### src/core/swa_pkg.sv
// Shared constants, carriers and states for the serial wire debug target.
// Assumes nothing beyond a SystemVerilog compiler.
`default_nettype none
package swa_pkg;
    // ==========================================================
    // Acknowledge codes, sent least significant bit first
    localparam logic [2:0] ACK_OK = 3'h1;
    localparam logic [2:0] ACK_WAIT = 3'h2;
    localparam logic [2:0] ACK_FAULT = 3'h4;
    localparam logic [2:0] ACK_RESET = 3'h0;

    // ==========================================================
    // Request address field meanings on the debug port
    localparam logic [1:0] A_ID_ABORT = 2'h0;
    localparam logic [1:0] A_CTRL = 2'h1;
    localparam logic [1:0] A_RESEND_SEL = 2'h2;
    localparam logic [1:0] A_READ_BUFFER_REG = 2'h3;

    // ==========================================================
    // Control/status field positions
    localparam int CS_ORUNDETECT = 0;
    localparam int CS_STICKYORUN = 1;
    localparam int CS_TRNMODE = 2;
    localparam int CS_STICKYCMP = 4;
    localparam int CS_STICKYERR = 5;
    localparam int CS_READ_SUCCESS_FLAG = 6;
    localparam int CS_WRITE_DATA_ERROR_FLAG = 7;
    localparam logic [1:0] TRN_NORMAL = 2'h0;
    localparam logic [1:0] TRN_VERIFY = 2'h1;
    localparam logic [1:0] TRN_COMPARE = 2'h2;

    // Abort register bits
    localparam int AB_DAPABORT = 0;
    localparam int AB_STKCMPCLR = 1;
    localparam int AB_STKERRCLR = 2;
    localparam int AB_WDERRCLR = 3;
    localparam int AB_ORUNERRCLR = 4;

    // Select register fields
    localparam int SEL_CONTROL_BANK_SELECT_BIT = 0;
    localparam int SEL_BANK = 4;

    // ==========================================================
    // Reset values and frame lengths in link clock edges
    localparam logic [31:0] CS_RESET = 32'h0000_0000;
    localparam logic [31:0] SEL_RESET = 32'h0000_0000;
    localparam logic [31:0] WCR_RESET = 32'h0000_0000;
    localparam logic [5:0] REQ_BITS = 6'h08;
    localparam logic [5:0] ACK_BITS = 6'h03;
    localparam logic [5:0] DATA_BITS = 6'h21;

    // ==========================================================
    // Carriers and states
    typedef struct packed {
        logic ap;
        logic rd;
        logic [1:0] addr;
    } swa_req_t;

    typedef struct packed {
        logic wr;
        logic [5:0] addr;
        logic [31:0] wdata;
    } swa_ap_cmd_t;

    typedef enum logic [6:0] {
        ST_IDLE = 7'h01,
        ST_REQ = 7'h02,
        ST_TRN_A = 7'h04,
        ST_ACK = 7'h08,
        ST_RDAT = 7'h10,
        ST_TRN_B = 7'h20,
        ST_WDAT = 7'h40
    } swa_state_t;
endpackage : swa_pkg
`default_nettype wire

### src/core/swa_sync2.sv
// Two flip-flop synchroniser for one level.
// Assumes the input is asynchronous to clk_i.
`default_nettype none
module swa_sync2 (
    input wire logic clk_i,
    input wire logic rst_n_i,
    input wire logic d_i,
    output logic q_o
);
    logic meta;

    always_ff @(posedge clk_i) begin
        if (!rst_n_i) begin
            meta <= 1'b0;
            q_o <= 1'b0;
        end else begin
            meta <= d_i;
            q_o <= meta;
        end
    end
endmodule : swa_sync2
`default_nettype wire

### src/core/swa_target.sv
// Serial wire debug target: request decode, acknowledge choice,
// data phases and the debug port registers.
// Assumes an access port on clk_i and link pins from a host outside it.
// Summary of operation
// Debug read at address 00 always answers OK with the identification code.
// Debug read at 01 always OK; control/status or wire control by bank bit.
// Resend read, clean and ready, answers OK with the last read value.
// Read buffer read, clean and ready, OK, previous port result, sets read success.
// These reads give WAIT if busy, FAULT if sticky; read buffer ones clear read success.
// Port read, clean and ready: OK, previous result, read success set, new read.
// First port read of a sequence returns an undefined value.
// Port register chosen by request address plus the bank select field.
// Debug write at 00 always OK and writes the abort register.
// Other debug writes: OK and write, WAIT if busy, FAULT if sticky.
// Writes may be accepted with OK and later abandoned.
// Port write: OK and write if clean and ready, else WAIT or FAULT.
// Push modes turn a port write into a compared read.
// Faulty request gets no acknowledge; line stays undriven.
// Write acknowledge precedes parity check; failed check sets write data error.
// Every request with good parity, low stop and high park is followed by a three bit acknowledge.
// Host captures read data and checks parity after OK.
// Host sends write data after OK; next access confirms it.
// Host repeats request after WAIT.
// After FAULT only debug addresses 0X answer validly.
// Host backs off after no or invalid read acknowledge.
// Host backs off and repeats a write after invalid acknowledge.
// Overrun detection keeps a data phase on WAIT and FAULT, undriven or discarded.
// Abort register bits clear the sticky flags.
`default_nettype none
module swa_target #(
    parameter logic [31:0] ID_CODE = 32'h1357_9BDF  // Arbitrary value
) (
    input wire logic clk_i,
    input wire logic rst_n_i,
    input wire logic swclk_i,
    input wire logic swdio_i,
    output logic swdio_o,
    output logic swdio_oe_o,
    output logic ap_req_o,
    output swa_pkg::swa_ap_cmd_t ap_cmd_o,
    output logic ap_abort_o,
    input wire logic ap_done_i,
    input wire logic ap_err_i,
    input wire logic [31:0] ap_rdata_i,
    output logic [31:0] ctrl_stat_o,
    output logic [31:0] select_o,
    output logic [31:0] wcr_o
);
    import swa_pkg::*;

    logic swclk_s;
    logic swdio_s;
    logic swclk_d;
    logic rise;
    swa_state_t state;
    logic [5:0] cnt;
    logic [6:0] req_sh;
    logic [6:0] next_req;
    swa_req_t req;
    logic [32:0] rx;
    logic [35:0] tx;
    logic drive;
    logic [2:0] ack;
    logic dphase;
    logic [31:0] ctrl_stat;
    logic [31:0] select;
    logic [31:0] wire_control_reg;
    logic [31:0] resend;
    logic [31:0] ap_result;
    logic ap_busy;
    logic cmp_pend;
    logic [1:0] cmp_mode;
    logic cmp_hit;
    logic fault;
    logic sticky;
    logic exempt;
    logic decide;
    logic wr_done;
    logic wpar_ok;
    logic abort_wr;
    logic rd_track;
    logic [2:0] next_ack;
    logic [31:0] next_rdata;
    logic [31:0] wd_word;

    // ==========================================================
    // Link sampling
    swa_sync2 u_sync_clk (
        .clk_i(clk_i),
        .rst_n_i(rst_n_i),
        .d_i(swclk_i),
        .q_o(swclk_s)
    );

    swa_sync2 u_sync_dio (
        .clk_i(clk_i),
        .rst_n_i(rst_n_i),
        .d_i(swdio_i),
        .q_o(swdio_s)
    );

    always_ff @(posedge clk_i) begin
        if (!rst_n_i) begin
            swclk_d <= 1'b0;
        end else begin
            swclk_d <= swclk_s;
        end
    end

    // Data pin passes the same two stages, so it lines up with the edge
    assign rise = swclk_s & ~swclk_d;

    // ==========================================================
    // Response choice
    assign next_req = {swdio_s, req_sh[6:1]};
    // Even parity over four bits, stop low, park high
    assign fault = (^next_req[4:0]) | next_req[5] | ~next_req[6];
    assign sticky = ctrl_stat[CS_STICKYORUN] | ctrl_stat[CS_STICKYCMP]
                  | ctrl_stat[CS_STICKYERR] | ctrl_stat[CS_WRITE_DATA_ERROR_FLAG];
    assign exempt = ~req.ap & ((req.addr == A_ID_ABORT) | (req.rd & (req.addr == A_CTRL)));
    assign decide = rise & (state == ST_TRN_A);
    assign rd_track = req.rd & (req.ap | (req.addr == A_READ_BUFFER_REG));

    assign next_ack = exempt ? ACK_OK : (sticky ? ACK_FAULT : (ap_busy ? ACK_WAIT : ACK_OK));

    always_comb begin
        next_rdata = ap_result;
        if (!req.ap) begin
            unique case (req.addr)
                A_ID_ABORT: next_rdata = ID_CODE;
                A_CTRL: next_rdata = select[SEL_CONTROL_BANK_SELECT_BIT] ? wire_control_reg : ctrl_stat;
                A_RESEND_SEL: next_rdata = resend;
                A_READ_BUFFER_REG: next_rdata = ap_result;
            endcase
        end
    end

    // ==========================================================
    // Link sequencing
    always_ff @(posedge clk_i) begin
        if (!rst_n_i) begin
            state <= ST_IDLE;
            cnt <= 6'h00;
            req_sh <= 7'h00;
            req <= '0;
            rx <= 33'h0_0000_0000;
            tx <= 36'h0_0000_0000;
            drive <= 1'b0;
            ack <= ACK_RESET;
            dphase <= 1'b0;
        end else if (rise) begin
            unique case (state)
                ST_IDLE: begin
                    cnt <= 6'h00;
                    if (swdio_s) begin
                        state <= ST_REQ;
                    end
                end
                ST_REQ: begin
                    req_sh <= next_req;
                    cnt <= cnt + 6'h01;
                    if (cnt == REQ_BITS - 6'h02) begin
                        if (fault) begin
                            state <= ST_IDLE;
                        end else begin
                            state <= ST_TRN_A;
                            req <= '{ap: next_req[0], rd: next_req[1], addr: {next_req[3], next_req[2]}};
                        end
                    end
                end
                ST_TRN_A: begin
                    state <= ST_ACK;
                    cnt <= 6'h00;
                    ack <= next_ack;
                    dphase <= (next_ack == ACK_OK) | ctrl_stat[CS_ORUNDETECT];
                    tx <= {^next_rdata, next_rdata, next_ack};
                    drive <= 1'b1;
                end
                ST_ACK: begin
                    tx <= {1'b0, tx[35:1]};
                    cnt <= cnt + 6'h01;
                    if (cnt == ACK_BITS - 6'h01) begin
                        cnt <= 6'h00;
                        if (req.rd && dphase) begin
                            state <= ST_RDAT;
                            drive <= (ack == ACK_OK);
                        end else begin
                            state <= ST_TRN_B;
                            drive <= 1'b0;
                        end
                    end
                end
                ST_RDAT: begin
                    tx <= {1'b0, tx[35:1]};
                    cnt <= cnt + 6'h01;
                    if (cnt == DATA_BITS - 6'h01) begin
                        state <= ST_TRN_B;
                        drive <= 1'b0;
                    end
                end
                ST_TRN_B: begin
                    cnt <= 6'h00;
                    state <= (!req.rd && dphase) ? ST_WDAT : ST_IDLE;
                end
                ST_WDAT: begin
                    rx <= {swdio_s, rx[32:1]};
                    cnt <= cnt + 6'h01;
                    if (cnt == DATA_BITS - 6'h01) begin
                        state <= ST_IDLE;
                    end
                end
            endcase
        end
    end

    assign swdio_o = tx[0];
    assign swdio_oe_o = drive;

    // Payload and parity complete on the last data edge
    assign wd_word = rx[32:1];
    assign wpar_ok = ~(^rx[32:1] ^ swdio_s);
    // Data after WAIT or FAULT is discarded here
    assign wr_done = rise & (state == ST_WDAT) & (cnt == DATA_BITS - 6'h01) & (ack == ACK_OK);
    assign abort_wr = wr_done & wpar_ok & ~req.ap & (req.addr == A_ID_ABORT);

    // ==========================================================
    // Control/status flags
    always_ff @(posedge clk_i) begin
        if (!rst_n_i) begin
            ctrl_stat <= CS_RESET;
        end else begin
            if (wr_done && wpar_ok && !req.ap && req.addr == A_CTRL && !select[SEL_CONTROL_BANK_SELECT_BIT]) begin
                ctrl_stat[CS_ORUNDETECT] <= wd_word[CS_ORUNDETECT];
                ctrl_stat[CS_TRNMODE +: 2] <= wd_word[CS_TRNMODE +: 2];
            end
            // Clears come first so that a same cycle set wins
            if (abort_wr) begin
                if (wd_word[AB_STKCMPCLR]) ctrl_stat[CS_STICKYCMP] <= 1'b0;
                if (wd_word[AB_STKERRCLR]) ctrl_stat[CS_STICKYERR] <= 1'b0;
                if (wd_word[AB_WDERRCLR]) ctrl_stat[CS_WRITE_DATA_ERROR_FLAG] <= 1'b0;
                if (wd_word[AB_ORUNERRCLR]) ctrl_stat[CS_STICKYORUN] <= 1'b0;
            end
            if (decide && next_ack == ACK_WAIT && ctrl_stat[CS_ORUNDETECT]) begin
                ctrl_stat[CS_STICKYORUN] <= 1'b1;
            end
            if (ap_done_i && ap_err_i) begin
                ctrl_stat[CS_STICKYERR] <= 1'b1;
            end
            if (ap_done_i && cmp_pend && cmp_hit) begin
                ctrl_stat[CS_STICKYCMP] <= 1'b1;
            end
            if (wr_done && !wpar_ok) begin
                ctrl_stat[CS_WRITE_DATA_ERROR_FLAG] <= 1'b1;
            end
            if (decide && rd_track) begin
                ctrl_stat[CS_READ_SUCCESS_FLAG] <= (next_ack == ACK_OK);
            end
        end
    end

    // ==========================================================
    // Select, wire control and resend registers
    // Writes take effect only once the payload is in and checked, so an
    // OK write with bad parity is abandoned here
    always_ff @(posedge clk_i) begin
        if (!rst_n_i) begin
            select <= SEL_RESET;
            wire_control_reg <= WCR_RESET;
            resend <= 32'h0000_0000;
        end else begin
            if (wr_done && wpar_ok && !req.ap) begin
                if (req.addr == A_RESEND_SEL) select <= wd_word;
                if (req.addr == A_CTRL && select[SEL_CONTROL_BANK_SELECT_BIT]) wire_control_reg <= wd_word;
            end
            if (decide && rd_track && next_ack == ACK_OK) begin
                resend <= next_rdata;
            end
        end
    end

    // ==========================================================
    // Access port side
    assign cmp_hit = (cmp_mode == TRN_VERIFY) ? (ap_rdata_i != ap_cmd_o.wdata)
                                              : (ap_rdata_i == ap_cmd_o.wdata);

    always_ff @(posedge clk_i) begin
        if (!rst_n_i) begin
            ap_req_o <= 1'b0;
            ap_cmd_o <= '0;
            ap_abort_o <= 1'b0;
            ap_busy <= 1'b0;
            cmp_pend <= 1'b0;
            cmp_mode <= TRN_NORMAL;
            ap_result <= 32'h0000_0000;
        end else begin
            ap_req_o <= 1'b0;
            ap_abort_o <= 1'b0;
            if (ap_done_i) begin
                ap_busy <= 1'b0;
                cmp_pend <= 1'b0;
                if (!ap_cmd_o.wr && !cmp_pend) ap_result <= ap_rdata_i;
            end
            if (decide && req.ap && req.rd && next_ack == ACK_OK) begin
                ap_req_o <= 1'b1;
                ap_cmd_o.wr <= 1'b0;
                ap_cmd_o.addr <= {select[SEL_BANK +: 4], req.addr};
                ap_busy <= 1'b1;
                cmp_pend <= 1'b0;
            end
            if (wr_done && wpar_ok && req.ap) begin
                ap_req_o <= 1'b1;
                ap_cmd_o.wr <= (ctrl_stat[CS_TRNMODE +: 2] == TRN_NORMAL);
                ap_cmd_o.addr <= {select[SEL_BANK +: 4], req.addr};
                ap_cmd_o.wdata <= wd_word;
                cmp_pend <= (ctrl_stat[CS_TRNMODE +: 2] != TRN_NORMAL);
                cmp_mode <= ctrl_stat[CS_TRNMODE +: 2];
                ap_busy <= 1'b1;
            end
            if (abort_wr && wd_word[AB_DAPABORT]) begin
                ap_abort_o <= 1'b1;
                ap_busy <= 1'b0;
                cmp_pend <= 1'b0;
            end
        end
    end

    assign ctrl_stat_o = ctrl_stat;
    assign select_o = select;
    assign wcr_o = wire_control_reg;
endmodule : swa_target
`default_nettype wire

### config.mk
export PLATFORM = sky130hd
export DESIGN_NAME = swa_target
export DESIGN_NICKNAME = d
export VERILOG_FILES = /design/src/core/swa_pkg.sv /design/src/core/swa_sync2.sv /design/src/core/swa_target.sv
export SDC_FILE = /design/constraint.sdc
export NUM_CORES = 1
export LEC_CHECK = 0
export BUFFER_PORTS_ARGS = -buffer_cell sky130_fd_sc_hd__buf_2
export CAP_MARGIN = 20
export CORE_ASPECT_RATIO = 0.7
export CORE_MARGIN = 4
export CORE_UTILIZATION = 40
export DETAILED_ROUTE_END_ITERATION = 10
export GPL_TIMING_DRIVEN = 0
export PLACE_DENSITY = 0.73
export SETUP_SLACK_MARGIN = 0.05
export SYNTH_ARGS = -nofsm -noshare
export SYNTH_HDL_FRONTEND = slang
export SYNTH_HIERARCHICAL = 1
export SYNTH_SLANG_ARGS = --single-unit
### constraint.sdc
create_clock -name clk_i -period 2.6 [get_ports clk_i]
set_clock_uncertainty 0.05 [all_clocks]
set_input_delay 0.52 -clock clk_i [delete_from_list [all_inputs] [get_ports clk_i]]
set_output_delay 0.52 -clock clk_i [all_outputs]
set_load 0.03 [all_outputs]
==> results of run 1 <==
-- Yosys cell counts (10+ instances only) --
master,count
nand2_1,407
dfxtp_1,282
a21oi_1,224
nor2_1,133
clkbuf_1,91
xnor2_1,88
a211oi_1,34
mux2i_1,29
buf_4,25
o21ai_0,25
buf_2,24
o211ai_1,24
nand3_1,23
nor3_1,19
and2_1,13
nand4_1,12
xor2_1,12
a21boi_0,10
a22o_1,10
and3_1,10
nor2b_1,10
-- path summary, 6_finish.rpt --
path,from,endpoint
setup reg to reg,rx[26],select_o[31]
hold / removal,swclk_i,u_sync_clk/meta
setup / recovery,rx[26],select_o[31]
hold reg to reg,u_sync_clk/meta,u_sync_clk/q_o
-- area by class of cell --
type                            instances  area share (%)
Antenna cell                            1         0.01486
Buffer                                138           6.078
Clock buffer                           39           4.577
Clock inverter                          9          0.6093
Inverter                                8          0.2229
Multi-Input combinational cell       1220           42.91
Sequential cell                       282           33.80
Tap cell                              420           3.121
Timing Repair Buffer                  228           8.671
-- power by group through the flow --
stage	Sequential [W]	Clock, W	Combinational [W]
after CTS	0.00438	0.00401	0.000384
after detailed placement	0.00448	0	0.000373
after floorplan	0.00447	0	0.000232
after global routing	0.00438	0.00418	0.000430
final	0.00438	0.00398	0.000407
after global placement	0.00448	0	0.000369
-- metal layers --
layer | up-vias | wire (microns)
met5 | - | 23
met4 | 2 | 1622
met3 | 130 | 7336
met2 | 945 | 19830
met1 | 6427 | 20760
li1 | 6062 | -
-- cells by family after synthesis --
logic type,after synthesis,share of synthesized area (%)
buffers and inverters,156,5.532
and+or+nand+nor,661,21.66
muxes,30,2.351
other,1,0.02924
AOI/OAI and AO/OA,400,19.11
adders and majority gates,3,0.2927
DFF,282,44.02
xor gates and xnor gates,101,7.005
-- timing repair --
item,CTS,global route
cloned,9,4
pin swaps,55,52
resized for setup,240,116
buffers inserted,39,25
endpoints found under the setup margin,222,189
-- cell usage in the layout, fill, tap and decap left out, types with 7 or more instances in the layout --
cell type  instances
nor2_1           129
clkbuf_16         30
a21oi_1          199
nand2_2            8
nand3_1           22
nor2b_1            9
nand2_1          387
and2_1             9
and3_1             7
clkbuf_4           8
buf_2            161
o22ai_1            9
dfxtp_1          263
nor3_1            17
a22oi_1            8
dfxtp_4            9
buf_4             84
a211oi_1          33
a221o_1            8
conb_1            24
clkbuf_1          54
xor2_1            10
a21oi_2           24
dfxtp_2           10
buf_8             11
clkbuf_8          16
a22o_1            10
buf_6             19
clkbuf_2          14
o211ai_1          24
mux2i_1           28
nand4_1           12
nand2_4           12
o21ai_0           18
xnor2_2            8
xnor2_1           77
-- flip-flops by register name (all words and copies together) (netlist names), 2 cells and up --
| signal | flops |
|---|---|
| req_sh | 6 |
| ap_result | 32 |
| ap_cmd_o | 39 |
| ctrl_stat_o | 8 |
| cnt | 6 |
| rx | 32 |
| ack | 3 |
| select_o | 32 |
| tx | 36 |
| req | 4 |
| cmp_mode | 2 |
| resend | 32 |
| wcr_o | 32 |
| state | 7 |
-- through the flow --
stage	hold slack [ps]	TNS (ps)	total power, W	utilization [%]
global placement	366.9	-131980	0.004850	45.37
global route	154.6	-33230	0.008988	53.71
finish	137.1	-28500	0.008771	53.72
detailed placement	371.3	-137020	0.004855	45.37
floorplan	355.7	0	0.004703	-
CTS	122.8	-7891	0.008773	51.89
==> metrics, run 1 <==
outcome=finished, violations left; failing checks=negative setup slack; share of the synthesized area in the top cell type=44.02%; hold path depth=2; mapped cell area=12820 sq um; CP Depth=12; DR WL/cell=21.14 microns; core area=31350 sq um; fmax=342.7 MHz; worst-margin pin slew=945.2 ps; initial core utilization=40.91%; Final Cell Area=16840 sq um; startpoint type of the worst setup path=flip-flop; Slew Limit Headroom=36.99%; Worst Path Max Fanout=8; Worst Path Class, Setup=flip-flop to flip-flop; number of remaining DRC errors=0; R2R setup slack=-320 ps; # nets final=1945; Finished Layout Cells=2345; IO Pins=177; Synth Warn #=6; Period minus WS final=2918 ps; Sequential Area=5692 sq um; CTS tree=done; CP Data Arrival Time=3340 ps; drt total wl=49570 microns; vias=13570; Worst VDD drop=0.4219 mV; GRT met2 Usage=37.51%; DP Cell Count=2229; setup violators final=117; Post-synth EDFFs=0; Via density=5.785; synth unique cells=60; layout cells sized above 1=25.57%; Max-Cap Viols=0; vias in the first global route=12340; Rows=54; grt peak-use layer=met1; 1st-pass router iterations=6; Seq/Total Area, Yosys=44.02%; Leak Pwr=6.643 nW; Initial DRC Count=1796; Net Sw Power=0.002056 W; CTS sink count=282; Worst EP required=3030 ps; cell area power density=520.8 nW/um^2; antenna-violating nets left=0; grt ovf=0; die area=35040 sq um; slowest CP cell=dfxtp_4; Async S/R FF share, synth=0%; Area growth syn-to-layout=31.31%; PortBufs=152; met3 global-route usage=8.489%; Setup WS post-layout=-318.0 ps; Die Ht=157.8 microns; Multi-input gate area=7226 sq um; Min-Delay Path Class=primary input to flip-flop; slowest stage delay, CP=370 ps; worst slack at placement=-1076 ps; crit path cell chain=xor2_2 -> xnor2_2 -> xnor2_2 -> xnor2_1 -> xnor2_1 -> xnor2_1 -> nor2b_4 -> buf_6 -> and3_4 -> buf_6 -> nand2_2 -> a21oi_2; Die Wd=222.0 microns; largest net degree at the start of global routing=16; Worst Path Buf+Inv=2; R2R depth=12; unrepaired setup endpoints after global routing=yes; mean post-synth cell area=7.849 sq um; Post-Synthesis Cells=1634; Cell Int Power=0.006715 W; CP dominant cell by count=xnor2_1; first-pass GRT wire length=73290 microns; CP endpoint kind=flip-flop; area post-placement=14220 sq um; clk buf depth=3; Hold Buf Count CTS=0; clock root buffer master=clkbuf_16; sequential share of power=49.9%; cell taking the most area after synthesis=dfxtp_1; Primary FF master, synth=dfxtp_1; Hold Vio Cnt, Final=0; final slew viol count=0; CTS Buf Count=26; gpl congestion=0.9797; Synth area leaders=dfxtp_1, nand2_1, a21oi_1; initial antenna violation count=2; total track usage=26.55%; Clock Latency Late Sink=550 ps; Clock Pin Slew Worst Setup and Hold Paths=70 ps; sw frac=23.44%; delay-heaviest family, CP=XOR/XNOR gates; H-tree Lvls=1; Logic pwr share=4.6%; met1 GRT Util=38.69%; #FFs+latches synth=282; period utilization=112.2%; dpl hpwl=35770 microns; filler instances=2820; Clock power frac=45.4%
Note: power is estimated with default switching activity, not from simulation.
==> inputs of run 2 (changes only) <==
Settings changed: ABC_CLOCK_PERIOD_IN_PS set to 2600, SETUP_SLACK_MARGIN 0.05 to not set.
==> metrics, run 2 (synthesis results as in run 1) <==
CTS tree=done; Final Cell Area=17880 sq um; grt ovf=0; most flop-heavy register=ap_cmd_o; drt total wl=52860 microns; Worst Path Class, Setup=flip-flop to flip-flop; period utilization=111.7%; layout cells sized above 1=33.26%; IO Pins=177; clock root buffer master=clkbuf_16; # nets final=1958; antenna-violating nets left=0; CP dominant cell by count=xnor2_1; Hold Vio Cnt, Final=0; filler instances=2575; Die Wd=222.0 microns; Initial DRC Count=2133; Worst VDD drop=0.4821 mV; CTS sink count=282; gpl congestion=1.013; Via density=5.962; DP Cell Count=2229; outcome=finished, violations left; worst slack at placement=-928.1 ps; fmax=344.2 MHz; initial antenna violation count=3; failing checks=negative setup slack; area post-placement=14210 sq um; Die Ht=157.8 microns; Leak Pwr=7.405 nW; Area growth syn-to-layout=39.39%; Largest regs=ap_cmd_o: 39 flops, tx: 36 flops; H-tree Lvls=1; Slew Limit Headroom=29.61%; 1st-pass router iterations=6; initial core utilization=40.91%; Period minus WS final=2905 ps; PortBufs=152; slowest stage delay, CP=390 ps; dpl hpwl=35310 microns; worst-margin pin slew=1056 ps; Rows=54; Worst EP required=3040 ps; CP endpoint kind=flip-flop; startpoint type of the worst setup path=flip-flop; crit path cell chain=xnor2_4 -> xnor2_2 -> xnor2_2 -> xnor2_1 -> xnor2_1 -> xnor2_1 -> nor2b_4 -> buf_6 -> and2_4 -> clkbuf_16 -> nand2_4 -> a21oi_2; core area=31350 sq um; max reg flops=39; leading cell type in the layout, fill and taps excluded=nand2_1; Hold Buf Count CTS=0; setup violators final=116; Min-Delay Path Class=primary input to flip-flop; CP Data Arrival Time=3340 ps; die area=35040 sq um; Worst Path Max Fanout=8; final slew viol count=0; largest net degree at the start of global routing=16; clk buf depth=3; vias in the first global route=12330; Clock Pin Slew Worst Setup and Hold Paths=70 ps; first-pass GRT wire length=72980 microns; Finished Layout Cells=2357; Clock Latency Late Sink=560 ps; Setup WS post-layout=-305.2 ps; unrepaired setup endpoints after global routing=yes; CTS Buf Count=27; DR WL/cell=22.43 microns; number of remaining DRC errors=0; most frequent cells in the layout=nand2_1, dfxtp_1, buf_2, a21oi_1, nor2_1; cell area power density=520.3 nW/um^2; vias=14050; R2R setup slack=-310 ps; total track usage=26.46%; Max-Cap Viols=0; slowest CP cell=dfxtp_4
## run 2: cell count changes in the layout (fill, tap and decap cells not counted), moves of 10 or more
cell / delta
nand2_4: +40
dfxtp_4: +10
dfxtp_1: -10
a21oi_2: +55
nand2_1: -69
a21oi_1: -55
nand2_2: +28
## run 2: critical path: cells and delay by family (launching register included)
kind	cells	cell delay [ps]
flops	1	390
compound gates	1	160
simple gates	3	610
buf+inv	2	380
xor+xnor	6	1210
## run 2: where the power goes
part / total (W) / switching (W) / internal (W)
Clock: 0.00451 / 0.00182 / 0.00269
Combinational: 0.000425 / 0.000303 / 0.000122
Sequential: 0.00437 / 0.0000380 / 0.00433
Total: 0.00930 / 0.00216 / 0.00714
## run 2: worst paths after layout
path | from | to | cells past startpoint
setup / recovery | rx[25] | wcr_o[26] | 12
hold / removal | swdio_i | u_sync_dio/meta | 2
setup reg to reg | rx[25] | wcr_o[26] | 12
hold reg to reg | u_sync_dio/meta | u_sync_dio/q_o | 1
## run 2: layout make-up
class                      instances  area [sq um]  area share (%)
clock buffer                      34         732.0           4.095
antenna                            1         2.502         0.01400
sequential                       282          5729           32.05
multi-input combinational       1220          7930           44.36
clock inverter                    14         254.0           1.421
buffer                           140          1033           5.781
timing repair buffer             238          1632           9.127
tap                              420         525.5           2.940
inverter                           8         37.54          0.2100
## run 2: per-layer routing
metal / global-route usage (%) / part of all wire [%]
met5: 0 / 0.045
met4: 7.497 / 3.7
met3: 8.619 / 15
met2: 37.27 / 41
met1: 38.67 / 40
## run 2: per-stage QoR
step                total power (W)  hold WS [ps]  setup TNS [ps]  util (%)
CTS                        0.009224         121.3           -8925     51.68
floorplan                  0.004703         355.7               0         -
finish                     0.009301         129.3          -24190     57.02
global route               0.009494         113.3          -31630     57.01
global placement           0.004848         366.9         -112820     45.33
detailed placement         0.004855         367.5         -120650     45.33
## run 2: timing repair
| action | CTS | global route |
|---|---|---|
| setup buffers | 38 | 35 |
| pin swaps | 39 | 136 |
| setup endpoints to repair | 191 | 192 |
| gates cloned | 3 | 11 |
| resized for setup | 221 | 336 |
==> inputs of run 3 (changes only) <==
Settings changed: ABC_CLOCK_PERIOD_IN_PS 2600 to not set, RECOVER_POWER set to 100.
==> metrics, run 3 (synthesis results as in run 1) <==
Worst Path Buf+Inv=2; first-pass GRT wire length=72980 microns; CTS Buf Count=27; most frequent cells in the layout=nand2_1, dfxtp_1, clkbuf_1, a21oi_1, nor2_1; RR Startpoint=rx[19]; dpl hpwl=35310 microns; vias=14040; H-tree Lvls=1; Logic pwr share=4.6%; Largest regs=ap_cmd_o: 39 flops, tx: 36 flops; max reg flops=39; Worst Path Class, Setup=flip-flop to flip-flop; crit path cell chain=xnor2_4 -> xnor2_2 -> xnor2_2 -> xnor2_2 -> xnor2_1 -> xnor2_1 -> nor2b_4 -> buf_6 -> and2_4 -> clkbuf_16 -> nand2_4 -> a21oi_2; drt total wl=52920 microns; setup violators final=116; number of remaining DRC errors=0; Leak Pwr=6.890 nW; most flop-heavy register=ap_cmd_o; clock root buffer master=clkbuf_16; initial core utilization=40.91%; Period minus WS final=2913 ps; sw frac=23.25%; DP Cell Count=2229; # nets final=1958; antenna-violating nets left=0; largest net degree at the start of global routing=16; CTS sink count=282; Finished Layout Cells=2357; Worst Path Max Fanout=8; Clock Latency Late Sink=560 ps; filler instances=2645; CP dominant cell by count=xnor2_2; 1st-pass router iterations=5; Via density=5.957; startpoint type of the worst setup path=flip-flop; gpl congestion=1.013; Max-Cap Viols=0; core area=31350 sq um; final slew viol count=0; metal3 WL=7941 microns; sequential share of power=47.0%; slowest stage delay, CP=400 ps; final setup TNS=-26020 ps; vias in the first global route=12330; leading cell type in the layout, fill and taps excluded=nand2_1; Clock Pin Slew Worst Setup and Hold Paths=70 ps; CP endpoint kind=flip-flop; Slew Limit Headroom=31.70%; worst-margin pin slew=1025 ps; slowest CP cell=dfxtp_4; CP Data Arrival Time=3350 ps; Initial DRC Count=2078; Clock power frac=48.5%; Crit. Startpoint=rx[19]; Cell Int Power=0.007140 W; DR WL/cell=22.45 microns; delay-heaviest family, CP=XOR/XNOR gates; Setup WS post-layout=-312.9 ps; Rows=54; IO Pins=177; Metal-1 WL=21260 microns; Worst EP required=3040 ps; CTS tree=done; Net Sw Power=0.002163 W; PortBufs=152; metal2 WL=21780 microns; initial antenna violation count=2; clk buf depth=3; Hold Vio Cnt, Final=0; layout cells sized above 1=27.01%; Min-Delay Path Class=primary input to flip-flop; fmax=343.3 MHz; outcome=finished, violations left; total track usage=26.46%; Die Ht=157.8 microns; Finished Core Util=56.50%; period utilization=112.0%; unrepaired setup endpoints after global routing=yes; cell area power density=525.2 nW/um^2; Die Wd=222.0 microns; hold path startpoint=swdio_i; Worst VDD drop=0.4907 mV; grt ovf=0; top routing layer used=met5; die area=35040 sq um; Area growth syn-to-layout=38.12%; failing checks=negative setup slack
run 3: cell count changes in the layout (fill, tap and decap cells not counted), sizes merged:
cell and change:
buf -119, clkbuf +119
run 3: area by class of cell:
class	count	area (sq um)	share of cell area (%)
multi-input combinational	1220	7923	44.73
timing repair buffer	238	1476	8.335
antenna	1	2.502	0.01413
buffer	140	1033	5.835
clock inverter	14	254.0	1.434
tap	420	525.5	2.967
clock buffer	34	732.0	4.132
sequential	282	5729	32.34
inverter	8	37.54	0.2119
run 3: metal layers:
metal / vias up / track usage [%]
met5: - / 0
met2: 1141 / 37.27
met4: 2 / 7.497
met1: 6631 / 38.67
met3: 182 / 8.619
li1: 6084 / -
run 3: what timing repair did:
item	CTS	global route
buffers inserted	38	35
hold buffers	0	0
resized for setup	221	336
gates cloned	3	11
pin swaps	39	136
endpoints found under the setup margin	191	192
run 3: stage by stage:
| step | setup WS (ps) | hold WS (ps) | power [W] | cell area, sq um |
|---|---|---|---|---|
| floorplan | 0.09526 | 355.7 | 0.004703 | 12920 |
| global placement | -907.9 | 366.9 | 0.004848 | 14210 |
| detailed placement | -928.1 | 367.5 | 0.004855 | 14210 |
| CTS | -124.7 | 121.3 | 0.009224 | 16200 |
| global route | -355.6 | 113.3 | 0.009494 | 17710 |
| finish | -312.9 | 128.5 | 0.009303 | 17710 |
run 3: worst paths after layout:
check | end | slack [ps] | depth (start not counted)
setup reg to reg | wcr_o[26] | -310 | 12
hold reg to reg | u_sync_clk/q_o | 390 | 1
setup / recovery | wcr_o[26] | -310 | 12
hold / removal | u_sync_dio/meta | 130 | 2
run 3: worst reg2reg max path: cells and delay by family (launching register included):
kind                      cells  cell delay, ps
AOI/OAI and AO/OA             1             150
xor gates and xnor gates      6            1250
and+or+nand+nor               3             620
DFF                           1             400
buffers and inverters         2             390
run 3: power by group through the flow:
stage | logic [W] | clock network (W) | registers [W]
finish | 0.000425 | 0.00451 | 0.00437
global route | 0.000445 | 0.00468 | 0.00437
CTS | 0.000382 | 0.00447 | 0.00437
detailed placement | 0.000373 | 0 | 0.00448
global placement | 0.000368 | 0 | 0.00448
floorplan | 0.000232 | 0 | 0.00447
